`src/tsbi_pkg.sv`:
```
// Constants, register map and carrier types for the transmit S1 byte inserter.
// Assumes a 25 MHz core clock and a 32-bit classic Wishbone register bus.
package tsbi_pkg;

   // ----------------------------------------------------------------
   // Register indices (byte address is four times the index)
   // ----------------------------------------------------------------
   localparam logic [13:0] IDX_TX_CTRL   = 14'h1902;
   localparam logic [13:0] IDX_S1_VALUE  = 14'h193B;
   localparam logic [13:0] IDX_MAP_CTRL2 = 14'h1A00;
   localparam logic [13:0] IDX_STATUS    = 14'h1A01;

   // ----------------------------------------------------------------
   // Fields and reset values
   // ----------------------------------------------------------------
   localparam int unsigned SRC_SEL_BIT    = 2;
   localparam int unsigned EXT_OH_EN_BIT  = 4;
   localparam logic [7:0]  TX_CTRL_RW_MSK = 8'h3F;
   localparam logic [7:0]  TX_CTRL_RST    = 8'h00;
   localparam logic [7:0]  S1_VALUE_RST   = 8'h00;
   localparam logic [7:0]  MAP_CTRL2_RST  = 8'h00;
   localparam int unsigned ST_LEVEL_LSB   = 8;
   localparam int unsigned ST_OVF_BIT     = 12;
   localparam int unsigned ST_UNF_BIT     = 13;

   // ----------------------------------------------------------------
   // Timing
   // ----------------------------------------------------------------
   localparam int unsigned CORE_PERIOD_NS = 40;
   localparam int unsigned PORT_PERIOD_NS = 320;
   localparam int unsigned PORT_DIV  = (PORT_PERIOD_NS + CORE_PERIOD_NS - 1) / CORE_PERIOD_NS;
   localparam int unsigned PORT_HALF = PORT_DIV / 2;
   localparam int unsigned FRAME_PERIODS_DEF = 390;
   localparam int unsigned S1_WAIT_DEF       = 16;
   localparam int unsigned S1_BITS           = 8;
   localparam int unsigned FIFO_DEPTH_DEF    = 8;

   // ----------------------------------------------------------------
   // Carriers
   // ----------------------------------------------------------------
   typedef struct packed {
      logic       valid;
      logic [7:0] data;
   } tsbi_byte_t;

endpackage

```
`src/tsbi_top.sv`:
```
// Transmit S1 byte inserter: software or serial-port source per frame.
// Assumes S1_SLOT_IN comes from core-clock frame logic; serial pin is async.
//
// Summary of operation
// - With source select set, every frame's S1 slot carries the software value.
// - An eight-bit read/write software S1 value register resets to zero.
// - With source select clear, the overhead enable bit lets the serial port supply overhead bytes.
// - With source select clear, each frame's S1 slot carries the next buffered port byte, or keeps the previous byte if none is buffered.
// - Each bit is latched on the port clock rise after the fall that launched it.
//
// Implementation choice: the Wishbone slave port.
`timescale 1ns/1ps
`default_nettype none
module tsbi_top #(
   parameter int unsigned FRAME_PERIODS = tsbi_pkg::FRAME_PERIODS_DEF,
   parameter int unsigned S1_WAIT       = tsbi_pkg::S1_WAIT_DEF,
   parameter int unsigned FIFO_DEPTH    = tsbi_pkg::FIFO_DEPTH_DEF
) (
   input  wire logic        CORE_CLK_IN,                    // 25 MHz core clock
   input  wire logic        RESETN_IN,                      // Async reset, low
   input  wire logic        WB_CYC_IN,                      // Wishbone cycle
   input  wire logic        WB_STB_IN,                      // Wishbone strobe
   input  wire logic        WB_WE_IN,                       // Write enable
   input  wire logic [15:0] WB_ADR_IN,                      // Byte address
   input  wire logic [3:0]  WB_SEL_IN,                      // Byte lanes
   input  wire logic [31:0] WB_DAT_IN,                      // Write data
   output logic      [31:0] WB_DAT_OUT,                     // Read data
   output logic             WB_ACK_OUT,                     // Acknowledge
   input  wire logic        OVERHEAD_SERIAL_IN,             // Serial overhead pin
   output logic             OVERHEAD_PORT_CLOCK_OUT,        // Port clock
   output logic             OVERHEAD_PORT_FRAME_STROBE_OUT, // Frame strobe
   output logic             OVERHEAD_PORT_WINDOW_N_OUT,     // Window, low active
   input  wire logic        S1_SLOT_IN,                     // S1 position pulse
   output logic      [7:0]  S1_BYTE_OUT,                    // Byte for S1 slot
   output logic             S1_STROBE_OUT                   // S1 byte valid pulse
);
   import tsbi_pkg::*;

   localparam int unsigned PW  = $clog2(PORT_DIV);
   localparam int unsigned FW  = $clog2(FRAME_PERIODS);
   localparam int unsigned LW  = $clog2(FIFO_DEPTH) + 1;
   localparam int unsigned SLW = ST_OVF_BIT - ST_LEVEL_LSB;
   localparam logic [PW-1:0] PH_RISE = PW'(PORT_DIV - 1);
   localparam logic [PW-1:0] PH_FALL = PW'(PORT_HALF - 1);
   localparam logic [FW-1:0] FR_LAST = FW'(FRAME_PERIODS - 1);

   if (FRAME_PERIODS <= S1_WAIT + S1_BITS + 2 || PORT_DIV < 2 || PORT_DIV % 2 != 0
       || LW > SLW)
   begin : g_bad_param
      $error("tsbi_top: frame too short, bad port divider or FIFO too deep");
   end

   // ----------------------------------------------------------------
   // Registers
   // ----------------------------------------------------------------
   logic [7:0]    tx_ctrl_q;
   logic [7:0]    s1_value_q;
   logic [7:0]    map_ctrl2_q;
   logic          ovf_q;
   logic          unf_q;
   logic [7:0]    last_cap_q;

   // ----------------------------------------------------------------
   // Port timing and serial input
   // ----------------------------------------------------------------
   logic          ser_meta_q;
   logic          ser_sync_q;
   logic [PW-1:0] phase_q;
   logic [FW-1:0] frame_cnt_q;
   logic          port_clk_q;
   logic          strobe_q;
   logic          window_n_q;
   logic [7:0]    s1_byte_q;
   logic          s1_stb_q;
   logic [31:0]   dat_out_q;
   logic          ack_q;

   tsbi_byte_t     cap_byte;
   logic           fifo_in_ready;
   logic           fifo_out_valid;
   logic [7:0]     fifo_out_data;
   logic [LW-1:0]  fifo_level;

   wire sw_mode   = tx_ctrl_q[SRC_SEL_BIT];
   wire ext_en    = map_ctrl2_q[EXT_OH_EN_BIT];
   wire ext_mode  = ext_en && !sw_mode;
   wire rise_tick = (phase_q == PH_RISE);
   wire fall_tick = (phase_q == PH_FALL);
   wire frame_end = fall_tick && (frame_cnt_q == FR_LAST);
   wire arm       = rise_tick && strobe_q;
   wire fifo_pop  = S1_SLOT_IN && !sw_mode;
   wire underrun  = fifo_pop && !fifo_out_valid;
   wire overflow  = cap_byte.valid && !fifo_in_ready;

   // ----------------------------------------------------------------
   // Bus decode
   // ----------------------------------------------------------------
   wire [13:0] idx      = WB_ADR_IN[15:2];
   wire        hit      = WB_CYC_IN && WB_STB_IN && !ack_q;
   wire        wr_lane0 = hit && WB_WE_IN && WB_SEL_IN[0];
   wire        wr_lane1 = hit && WB_WE_IN && WB_SEL_IN[1];
   wire        rd       = hit && !WB_WE_IN;
   wire        sel_ctrl = (idx == IDX_TX_CTRL);
   wire        sel_val  = (idx == IDX_S1_VALUE);
   wire        sel_map  = (idx == IDX_MAP_CTRL2);
   wire        sel_stat = (idx == IDX_STATUS);
   wire        clr_ovf  = wr_lane1 && sel_stat && WB_DAT_IN[ST_OVF_BIT];
   wire        clr_unf  = wr_lane1 && sel_stat && WB_DAT_IN[ST_UNF_BIT];

   wire [31:0] stat_word = {18'h00000, unf_q, ovf_q,
                            SLW'(fifo_level), last_cap_q};
   wire [31:0] rd_word   = sel_ctrl ? {24'h000000, tx_ctrl_q}   :
                           sel_val  ? {24'h000000, s1_value_q}  :
                           sel_map  ? {24'h000000, map_ctrl2_q} :
                           sel_stat ? stat_word                 :
                                      32'h00000000;

   assign WB_DAT_OUT                     = dat_out_q;
   assign WB_ACK_OUT                     = ack_q;
   assign OVERHEAD_PORT_CLOCK_OUT        = port_clk_q;
   assign OVERHEAD_PORT_FRAME_STROBE_OUT = strobe_q;
   assign OVERHEAD_PORT_WINDOW_N_OUT     = window_n_q;
   assign S1_BYTE_OUT                    = s1_byte_q;
   assign S1_STROBE_OUT                  = s1_stb_q;

   // ----------------------------------------------------------------
   // Register file
   // ----------------------------------------------------------------
   always_ff @(posedge CORE_CLK_IN or negedge RESETN_IN)
   begin
      if (!RESETN_IN)
      begin
         tx_ctrl_q   <= TX_CTRL_RST;
         s1_value_q  <= S1_VALUE_RST;
         map_ctrl2_q <= MAP_CTRL2_RST;
      end
      else
      begin
         if (wr_lane0 && sel_ctrl)
            tx_ctrl_q <= WB_DAT_IN[7:0] & TX_CTRL_RW_MSK;
         if (wr_lane0 && sel_val)
            s1_value_q <= WB_DAT_IN[7:0];
         if (wr_lane0 && sel_map)
            map_ctrl2_q <= WB_DAT_IN[7:0];
      end
   end

   // Sticky flags, set wins over clear
   always_ff @(posedge CORE_CLK_IN or negedge RESETN_IN)
   begin
      if (!RESETN_IN)
      begin
         ovf_q      <= 1'b0;
         unf_q      <= 1'b0;
         last_cap_q <= 8'h00;
      end
      else
      begin
         ovf_q <= overflow || (ovf_q && !clr_ovf);
         unf_q <= underrun || (unf_q && !clr_unf);
         if (cap_byte.valid)
            last_cap_q <= cap_byte.data;
      end
   end

   // Single-cycle answer, ack drops the cycle after
   always_ff @(posedge CORE_CLK_IN or negedge RESETN_IN)
   begin
      if (!RESETN_IN)
      begin
         ack_q     <= 1'b0;
         dat_out_q <= 32'h00000000;
      end
      else
      begin
         ack_q     <= hit;
         dat_out_q <= rd ? rd_word : 32'h00000000;
      end
   end

   // ----------------------------------------------------------------
   // Port clock divider and frame strobe
   // ----------------------------------------------------------------
   always_ff @(posedge CORE_CLK_IN or negedge RESETN_IN)
   begin
      if (!RESETN_IN)
      begin
         ser_meta_q <= 1'b0;
         ser_sync_q <= 1'b0;
         phase_q    <= '0;
         port_clk_q <= 1'b0;
      end
      else
      begin
         ser_meta_q <= OVERHEAD_SERIAL_IN;
         ser_sync_q <= ser_meta_q;
         phase_q    <= rise_tick ? '0 : phase_q + 1'b1;
         if (rise_tick)
            port_clk_q <= 1'b1;
         else if (fall_tick)
            port_clk_q <= 1'b0;
      end
   end

   // Strobe spans one full port period around a rising edge
   always_ff @(posedge CORE_CLK_IN or negedge RESETN_IN)
   begin
      if (!RESETN_IN)
      begin
         frame_cnt_q <= '0;
         strobe_q    <= 1'b0;
         window_n_q  <= 1'b1;
      end
      else if (fall_tick)
      begin
         frame_cnt_q <= frame_end ? '0 : frame_cnt_q + 1'b1;
         strobe_q    <= frame_end && ext_mode && fifo_in_ready;
         window_n_q  <= !(frame_end && ext_mode && fifo_in_ready);
      end
   end

   // ----------------------------------------------------------------
   // Capture, buffer and S1 slot fill
   // ----------------------------------------------------------------
   tsbi_capture #(
      .WAIT_PERIODS (S1_WAIT)
   ) u_capture (
      .clk_in   (CORE_CLK_IN),
      .rst_n_in (RESETN_IN),
      .rise_in  (rise_tick),
      .arm_in   (arm),
      .bit_in   (ser_sync_q),
      .byte_out (cap_byte)
   );

   tsbi_fifo #(
      .WIDTH (8),
      .DEPTH (FIFO_DEPTH)
   ) u_fifo (
      .clk_in        (CORE_CLK_IN),
      .rst_n_in      (RESETN_IN),
      .in_valid_in   (cap_byte.valid),
      .in_data_in    (cap_byte.data),
      .in_ready_out  (fifo_in_ready),
      .out_valid_out (fifo_out_valid),
      .out_data_out  (fifo_out_data),
      .out_ready_in  (fifo_pop),
      .level_out     (fifo_level)
   );

   always_ff @(posedge CORE_CLK_IN or negedge RESETN_IN)
   begin
      if (!RESETN_IN)
      begin
         s1_byte_q <= 8'h00;
         s1_stb_q  <= 1'b0;
      end
      else
      begin
         s1_stb_q <= S1_SLOT_IN;
         if (S1_SLOT_IN && sw_mode)
            s1_byte_q <= s1_value_q;
         else if (fifo_pop && fifo_out_valid)
            s1_byte_q <= fifo_out_data;
      end
   end

   // ----------------------------------------------------------------
   // Checks
   // ----------------------------------------------------------------
   a_sw_insert: assert property (
      @(posedge CORE_CLK_IN) disable iff (!RESETN_IN)
      S1_SLOT_IN && sw_mode |=> S1_STROBE_OUT && S1_BYTE_OUT == $past(s1_value_q))
      else $error("software S1 value not placed in slot");

   a_value_write: assert property (
      @(posedge CORE_CLK_IN) disable iff (!RESETN_IN)
      wr_lane0 && sel_val |=> s1_value_q == $past(WB_DAT_IN[7:0]))
      else $error("S1 value register did not take write");

   a_value_read: assert property (
      @(posedge CORE_CLK_IN) disable iff (!RESETN_IN)
      rd && sel_val |=> WB_ACK_OUT && WB_DAT_OUT == {24'h000000, $past(s1_value_q)})
      else $error("S1 value readback wrong");

   a_window_gated: assert property (
      @(posedge CORE_CLK_IN) disable iff (!RESETN_IN)
      $rose(strobe_q) |-> $past(ext_mode) && !window_n_q)
      else $error("frame window opened without external overhead enable");

   a_strobe_width: assert property (
      @(posedge CORE_CLK_IN) disable iff (!RESETN_IN)
      $rose(strobe_q) |-> strobe_q[*8] ##1 (!strobe_q && window_n_q))
      else $error("frame strobe not one port period wide");

   a_port_insert: assert property (
      @(posedge CORE_CLK_IN) disable iff (!RESETN_IN)
      fifo_pop && fifo_out_valid |=> S1_STROBE_OUT && S1_BYTE_OUT == $past(fifo_out_data))
      else $error("port S1 byte not placed in slot");

endmodule
`default_nettype wire

```
`src/tsbi_fifo.sv`:
```
// Synchronous FIFO with valid/ready on both sides.
// Assumes a single clock; DEPTH is a power of two.
`timescale 1ns/1ps
`default_nettype none
module tsbi_fifo #(
   parameter int unsigned WIDTH = 8,
   parameter int unsigned DEPTH = tsbi_pkg::FIFO_DEPTH_DEF
) (
   input  wire logic                     clk_in,       // Core clock
   input  wire logic                     rst_n_in,     // Async reset, low
   input  wire logic                     in_valid_in,  // Write request
   input  wire logic [WIDTH-1:0]         in_data_in,   // Write data
   output wire logic                     in_ready_out, // Not full
   output wire logic                     out_valid_out,// Not empty
   output wire logic [WIDTH-1:0]         out_data_out, // Head entry
   input  wire logic                     out_ready_in, // Pop request
   output wire logic [$clog2(DEPTH):0]   level_out     // Entries held
);
   import tsbi_pkg::*;
   localparam int unsigned AW = $clog2(DEPTH);

   if (DEPTH < 2 || (1 << AW) != DEPTH)
   begin : g_bad_depth
      $error("tsbi_fifo: DEPTH must be a power of two of at least 2");
   end

   logic [WIDTH-1:0] mem_q [DEPTH];
   logic [AW-1:0]    wr_ptr_q;
   logic [AW-1:0]    rd_ptr_q;
   logic [AW:0]      count_q;

   wire full  = (count_q == (AW+1)'(DEPTH));
   wire empty = (count_q == '0);
   wire push  = in_valid_in && !full;
   wire pop   = out_ready_in && !empty;

   assign in_ready_out  = !full;
   assign out_valid_out = !empty;
   assign out_data_out  = mem_q[rd_ptr_q];
   assign level_out     = count_q;

   for (genvar i = 0; i < DEPTH; i++)
   begin : g_entry
      always_ff @(posedge clk_in)
      begin
         if (push && wr_ptr_q == AW'(i))
            mem_q[i] <= in_data_in;
      end
   end

   always_ff @(posedge clk_in or negedge rst_n_in)
   begin
      if (!rst_n_in)
      begin
         wr_ptr_q <= '0;
         rd_ptr_q <= '0;
         count_q  <= '0;
      end
      else
      begin
         if (push)
            wr_ptr_q <= wr_ptr_q + 1'b1;
         if (pop)
            rd_ptr_q <= rd_ptr_q + 1'b1;
         if (push && !pop)
            count_q <= count_q + 1'b1;
         else if (pop && !push)
            count_q <= count_q - 1'b1;
      end
   end

endmodule
`default_nettype wire

```
`src/tsbi_capture.sv`:
```
// Serial S1 byte capture from the overhead input port.
// Assumes rise_in marks each port clock rising edge and bit_in is synchronised.
`timescale 1ns/1ps
`default_nettype none
module tsbi_capture #(
   parameter int unsigned WAIT_PERIODS = tsbi_pkg::S1_WAIT_DEF
) (
   input  wire logic               clk_in,   // Core clock
   input  wire logic               rst_n_in, // Async reset, low
   input  wire logic               rise_in,  // Port clock rising tick
   input  wire logic               arm_in,   // Frame strobe seen on this rise
   input  wire logic               bit_in,   // Synchronised serial bit
   output wire tsbi_pkg::tsbi_byte_t byte_out // Captured byte, valid pulse
);
   import tsbi_pkg::*;
   localparam int unsigned LAST = WAIT_PERIODS + S1_BITS;
   localparam int unsigned CW   = $clog2(LAST + 1);
   localparam int          CAP_DONE = LAST * PORT_DIV + 1;
   localparam int          MSB_AGE  = 1 + (S1_BITS - 1) * PORT_DIV;
   localparam int unsigned AGE_W    = $clog2(CAP_DONE + 1);
   localparam logic [AGE_W-1:0] AGE_TOP = AGE_W'(CAP_DONE);

   logic          active_q;
   logic [CW-1:0] cnt_q;
   logic [7:0]    shift_q;
   tsbi_byte_t    out_q;
   logic [AGE_W-1:0] age_q;

   wire [CW-1:0] cnt_inc   = cnt_q + 1'b1;
   wire          step      = active_q && rise_in && !arm_in;
   wire          bit_slot  = step && (cnt_inc > CW'(WAIT_PERIODS));
   wire          last_slot = step && (cnt_inc == CW'(LAST));
   wire [7:0]    shift_d   = {shift_q[6:0], bit_in};

   assign byte_out = out_q;

   // ----------------------------------------------------------------
   // Wait count, then MSB-first shift
   // ----------------------------------------------------------------
   always_ff @(posedge clk_in or negedge rst_n_in)
   begin
      if (!rst_n_in)
      begin
         active_q <= 1'b0;
         cnt_q    <= '0;
         shift_q  <= 8'h00;
         out_q    <= '0;
      end
      else
      begin
         if (arm_in)
         begin
            active_q <= 1'b1;
            cnt_q    <= '0;
         end
         else if (last_slot)
            active_q <= 1'b0;
         else if (step)
            cnt_q <= cnt_inc;
         if (bit_slot)
            shift_q <= shift_d;
         out_q.valid <= last_slot;
         if (last_slot)
            out_q.data <= shift_d;
      end
   end

   // Core cycles since arm, clears to zero the cycle after the capture deadline
   always_ff @(posedge clk_in or negedge rst_n_in)
   begin
      if (!rst_n_in)
         age_q <= '0;
      else if (arm_in)
         age_q <= AGE_W'(1);
      else if (age_q != '0 && age_q != AGE_TOP)
         age_q <= age_q + 1'b1;
      else
         age_q <= '0;
   end

   a_capture_done: assert property (
      @(posedge clk_in) disable iff (!rst_n_in)
      age_q == AGE_TOP |-> out_q.valid)
      else $error("byte not captured at expected rise after frame");

   a_capture_msb: assert property (
      @(posedge clk_in) disable iff (!rst_n_in)
      out_q.valid |-> (out_q.data[0] == $past(bit_in)
                       && out_q.data[7] == $past(bit_in, MSB_AGE)))
      else $error("captured bits not latched on port clock rises");

endmodule
`default_nettype wire

```
`config.mk`:
```
export PLATFORM = sky130hd
export DESIGN_NAME = tsbi_top
export DESIGN_NICKNAME = d
export VERILOG_FILES = /design/src/tsbi_pkg.sv /design/src/tsbi_top.sv /design/src/tsbi_fifo.sv /design/src/tsbi_capture.sv
export SDC_FILE = /design/constraint.sdc
export NUM_CORES = 1
export LEC_CHECK = 0
export ABC_AREA = 1
export BUFFER_PORTS_ARGS = -buffer_cell sky130_fd_sc_hd__clkbuf_2
export CORE_MARGIN = 4
export CORE_UTILIZATION = 40
export CTS_CLUSTER_DIAMETER = 40
export CTS_CLUSTER_SIZE = 25
export DETAILED_ROUTE_END_ITERATION = 6
export SETUP_SLACK_MARGIN = 0.1
export SYNTH_ARGS = -nofsm -noshare
export SYNTH_HDL_FRONTEND = slang
export SYNTH_SLANG_ARGS = --single-unit
```
`constraint.sdc`:
```
create_clock -name CORE_CLK_IN -period 3.49 [get_ports CORE_CLK_IN]
set_input_delay 0.1745 -clock CORE_CLK_IN [delete_from_list [all_inputs] [get_ports CORE_CLK_IN]]
set_output_delay 0.1745 -clock CORE_CLK_IN [all_outputs]
set_load 0.05 [all_outputs]
```
# Word level (Yosys, flattened, before mapping)
# Memories as Yosys holds them, arrays and structs flattened.
# Cells that the tools add are included.
# classes
n_mux	55
n_lt_le_gt_ge	1
reduce_logical	67
n_eq_ne	17
add_sub_neg	7
# op_table
operator	n
8-bit two-way mux	9
14-bit two-way mux	5
14-bit by 13-bit == test with 1-bit output, second input constant	4
8-bit OR reduction	7
1-bit logical AND	39
1-bit two-way mux	27
3-bit two-way mux	8
3-bit == test, second input constant	5
5-bit two-way mux	3
1-bit zero test	11
2-bit nonzero test	5
3-bit by 1-bit adder with 3-bit output, second input constant	3
9-bit by 1-bit adder with 9-bit output, second input constant	1
3-bit by 2-bit == test with 1-bit output, second input constant	3
9-bit == test, second input constant	1
9-bit two-way mux	1
4-bit two-way mux	2
5-bit by 1-bit adder with 5-bit output, second input constant	1
5-bit == test, second input constant	1
5-bit greater-than comparator, second input constant	1
4-bit by 1-bit adder with 4-bit output, second input constant	1
4-bit == test, second input constant	1
4-bit zero test	1
4-bit by 1-bit subtractor with 4-bit output, second input constant	1
5 further kinds	6
# totals
ram_bits	64
memories	1
reg_bits	105
word_cells	173
in_bits	59
out_inout_bits	45
# memory_table
memory	words	word_bits	read_ports	rd_ports_with_merged_regs	wr	line	text
u_fifo.mem_q	8	8	1	0	1	tsbi_fifo.sv:27	logic [WIDTH-1:0] mem_q [DEPTH];

# Logic depth before layout (Yosys ltp)
# logic_depth
depth_word	14
mapped_depth	12
mapped_depth_nobuf	12

# Cells and area by module
# A second synthesis with hierarchy kept.
# unflattened
hier_cells	812
area_unflattened_um2	7973.9
# modules_own_cells
module	n_inst	seq_area_each_um2	cells_per_inst	area_per_inst_um2
tsbi_top	1	1828.0	402	3667.3
tsbi_fifo	1	2172.1	297	3250.6
tsbi_capture	1	550.5	113	1056.0

# Worst setup path before layout
# Ideal clock, no wire load.
# synth_timing
kind	register -> register
startpoint	register u_fifo.count_q[0], in the netlist u_fifo.level_out[0]
endpoint	register u_fifo.count_q[3], in the netlist u_fifo.level_out[3]
t_arrival_ns	2.118
path_slack_ns	1.241
setup_ns	0.131
n_path_buf	1
synth_period_minus_slack_ns	2.249
stages_incl_launch_ff	13
required_time_ns	3.359
path_cell_list	dfrtp_1 nor2_1 nand3_1 nand3_1 buf_2 ha_1 inv_1 ha_1 a21oi_1 nand2_1 a21oi_1 o21ai_0 xor2_1
# synth_between
elab_chain_len	6
elab_cells_between_ends	15
classes_between	add/sub (2); eq/ne (1); mux (2); reduce/logical (10)
# synth_lines
element	line	text
from (decl)	tsbi_fifo.sv:30	logic [AW:0] count_q;
from (signal assigned)	tsbi_fifo.sv:66	count_q <= count_q + 1'b1;
from (signal assigned)	tsbi_fifo.sv:68	count_q <= count_q - 1'b1;
branches (longest 6 deep; another with 4-bit by 1-bit subtractor with 4-bit output)	-	
# Several ways; the timed one is not identified. The select of a mux whose other input is x is not followed.
# A chain may end at the register's enable or synchronous reset.

# Final worst setup path
# layout_timing
startpoint	register u_fifo.count_q[0], in the netlist u_fifo.level_out[0]
endpoint	register u_fifo.count_q[3], in the netlist u_fifo.level_out[3]
# layout_between
elab_chain_len	6
elab_cells_between_ends	15
classes_between	add/sub (2); eq/ne (1); mux (2); reduce/logical (10)
# layout_lines
element	line	text
4-bit == test *	tsbi_fifo.sv:32	wire full = (count_q == (AW+1)'(DEPTH));
1-bit zero test *	tsbi_fifo.sv:34	wire push = in_valid_in && !full;
1-bit logical AND *	tsbi_fifo.sv:34	
net u_fifo.push	tsbi_fifo.sv:34	
1-bit zero test	tsbi_fifo.sv:67	else if (pop && !push)
1-bit logical AND	tsbi_fifo.sv:67	
2-bit nonzero test (no line)	-	
# Mark *: on every way through the listed nets, which the timed path passes. The rest lies on a longest branch. The select of a mux whose other input is x is not followed.

==> flow_summary.yaml <==
clock_tree:
  cts_tree: "built"
  cts_root_buf: "clkbuf_16"
  cts_buffers: 17
  clock_path_buffers: 2
  cts.sinks: 169
  cts_max_level: 4
  cts.repair.resized: 0
  clkTransAtPathRegs_ps: 60
  insertion_delay_ps: 420
final_layout:
  area_delta_synth_final_pct: 15.0
  drive_gt1_frac: 0.159
  ff_latch_area_mm2: 0.00455
  num_antenna_cells: 0
  fin_nets: 935
  multi_input_area_mm2: 0.00261
  nFillCells: 1758
  final_core_util: 0.471
sta:
  fmax_mhz: 391
  setup_violations: 0
  grt_setup_unrepaired: "false"
  hold_viol: 0
  max_slew.worst_pin.slew_ps: 1060
  period_share: 0.732
  max-slew-margin-rel: 0.290
  whs_ps: 26.4
  period_needed_ps: 2550
  final_max_slew_viol_count: 0
  clock_skew_ps: 8.28
  tns_ps: 0
  finalWorstSetupSlack_ps: 935
critical_path:
  r2r_cells: 12
  rr_endpoint: "u_fifo.level_out[3]"
  cp.depth: 12
  startpoint: "u_fifo.level_out[0]"
  worst-path-buf-inv: 2
  end_kind: "flip-flop"
  criticalPathCategory: "reg -> reg"
  slowest_delay_ps: 440
  required_ps: 3790
  r2r_start: "u_fifo.level_out[0]"
  worstPathCellList: "nor2_1, nand3_1, nand2_1, inv_1, ha_1, inv_1, ha_1, a21oi_1, nand2_1, a21oi_1, o21ai_0, xor2_1"
  crit_family: "simple AND/OR/NAND/NOR gates"
  r2r_slack_ps: 940
  cp_slowest_cell: "dfrtp_1"
  critPathArrivalTime_ps: 2850
  cp-endpoint: "u_fifo.level_out[3]"
  cp_max_fo: 12
  startpoint_type: "flip-flop"
synth:
  synth_edf_count: 64
  ys_types: 40
  syn_area_mm2: 0.00768
  synth_most_common_cell: "nand2_1"
  synth_top_cell_by_area: "dfrtp_1"
  synth_flop_cell: "dfrtp_1"
  synth_commonest_cells: "155 x nand2_1, 104 x dfrtp_1, 78 x inv_1"
  syn_area_per_cell_um2: 9.85
  synth-seq-area-share: 0.592
  syn-instance-count: 780
  ys.warnings.count: 0
  async_flop_share: 0.621
  synth_top_area_frac: 0.339
  ys_seq_elements: 169
  synth.area.top_cells: "dfrtp_1 34%, edfxtp_1 25%, nand2_1 7.6%, inv_1 3.8%, nor2_1 3.7%"
min_path:
  hold_start: "WB_DAT_IN[12]"
  min_path_type: "in -> reg"
die:
  placementRows: 50
  dieArea_mm2: 0.0215
  core_mm2: 0.0188
  start_util: 0.409
  die_x_um: 147
  ios: 104
  die_h_um: 147
power:
  power_density_mw_per_mm2: 456
  power_leakage_nw: 3.89
  peakVddDrop_v: 0.000324
drt:
  post_drt_wl_per_cell_um: 14.0
  antenna_left: 0
  viasPerCell: 4.84
  drtIter0Drc: 244
  drc: 0
  wirelength_mm: 15.5
  firstDrtPassIters: 4
  vias: 5339
job:
  drv_cap: 0
placement:
  hpwl_mm: 10.5
  finalWeightedCongestion: 0.817
  port_buffers: 59
  dp_slack_ps: 948
global_route:
  gr-total-overflow: 0
  grt_max_degree: 48
  antenna_found_initial: 0
  grt_pass1_vias: 5162
  grt_pass1_wl_mm: 26.0
  grt_usage: 0.150
status:
  status: "finished clean"
[cell usage in the layout (no fill, tap or decap), types with 5 or more instances in the layout]
cell type / n
a21oi_1: 13
buf_4: 11
clkbuf_16: 18
clkbuf_2: 58
conb_1: 18
dfrtp_1: 104
dlygate4sd3_1: 10
edfxtp_1: 64
ha_1: 18
inv_1: 78
inv_2: 7
nand2_1: 155
nand2_2: 5
nand3_1: 54
nand4_1: 5
nor2_1: 75
nor3_1: 8
o211ai_1: 12
o21ai_0: 37
o21ai_1: 51
o21ai_2: 8
o21bai_1: 5
xor2_1: 9
[kinds of logic after synthesis]
kind of cell    after synthesis  share of synthesized area
flops                       169                      0.592
xor+xnor                     12                     0.0137
other cells                   1                   0.000488
fa+ha+maj                    19                     0.0319
mux                           1                    0.00147
buf+inv                     125                     0.0759
simple gates                325                      0.190
compound gates              128                     0.0938
[through the flow]
stage / total power [W] / area, µm² / cells
floorplan: 0.00218 / 7750 / 797
global placement: 0.00222 / 8160 / 1062
detailed placement: 0.00222 / 8160 / 1062
CTS: 0.00406 / 8830 / 1104
global route: 0.00416 / 8830 / 1104
finish: 0.00403 / 8830 / 1104
[report_power, final]
group / internal, W / switching (W) / leakage, nW
clock network: 0.00110 / 0.000741 / 0.286
logic: 0.0000301 / 0.000106 / 1.76
registers: 0.00205 / 0.00000136 / 1.85
total: 0.00318 / 0.000848 / 3.89
[flip-flops by register name (all words and copies together) (netlist names), 3 cells and up]
register and cells:
frame_cnt_q 9, u_fifo.rd_ptr_q 3, s1_value_q 8, u_capture.cnt_q 5
u_fifo.wr_ptr_q 3, u_fifo.mem_q 64, u_capture.byte_out 9, last_cap_q 8
S1_BYTE_OUT 8, u_fifo.level_out 4, u_capture.shift_q 7, tx_ctrl_q 6
WB_DAT_OUT 14, map_ctrl2_q 8, phase_q 3
[repair_timing]
action                                 CTS  global route
buffers inserted                         0             0
hold buffers                            10             0
endpoints found under the hold margin   54             0
[worst min-delay path, cell delays in order]
cell and delay [ps]:
clkbuf_2 80, nand2_1 50, nand2_1 50, o21ai_1 50
[how the worst min path moves through the flow]
| stage | slack [ps] | to | cells after the start |
|---|---|---|---|
| after floorplan | -120 | OVERHEAD_PORT_CLOCK_OUT | 0 |
| after global placement | 230 | frame_cnt_q[5] | 1 |
| after detailed placement | 230 | frame_cnt_q[5] | 1 |
| after CTS | 10 | ovf_q | 4 |
| after global routing | 10 | ovf_q | 4 |
| final | 30 | ovf_q | 4 |
[layer usage]
| layer | GRT usage | share of wire |
|---|---|---|
| met1 | 0.204 | 0.47 |
| met2 | 0.243 | 0.48 |
| met3 | 0.0379 | 0.041 |
| met4 | 0.0348 | 0.0070 |
| met5 | 0 | 0 |
[layout make-up]
cell class / instances / share of cell area
inverters: 87 / 0.0370
flip-flops and latches: 169 / 0.515
repair buffers: 79 / 0.0535
multi-input cells: 503 / 0.296
clock inverters: 6 / 0.00666
clock buffers: 26 / 0.0589
well taps: 234 / 0.0331
Note: power is estimated with default switching activity, not from simulation.
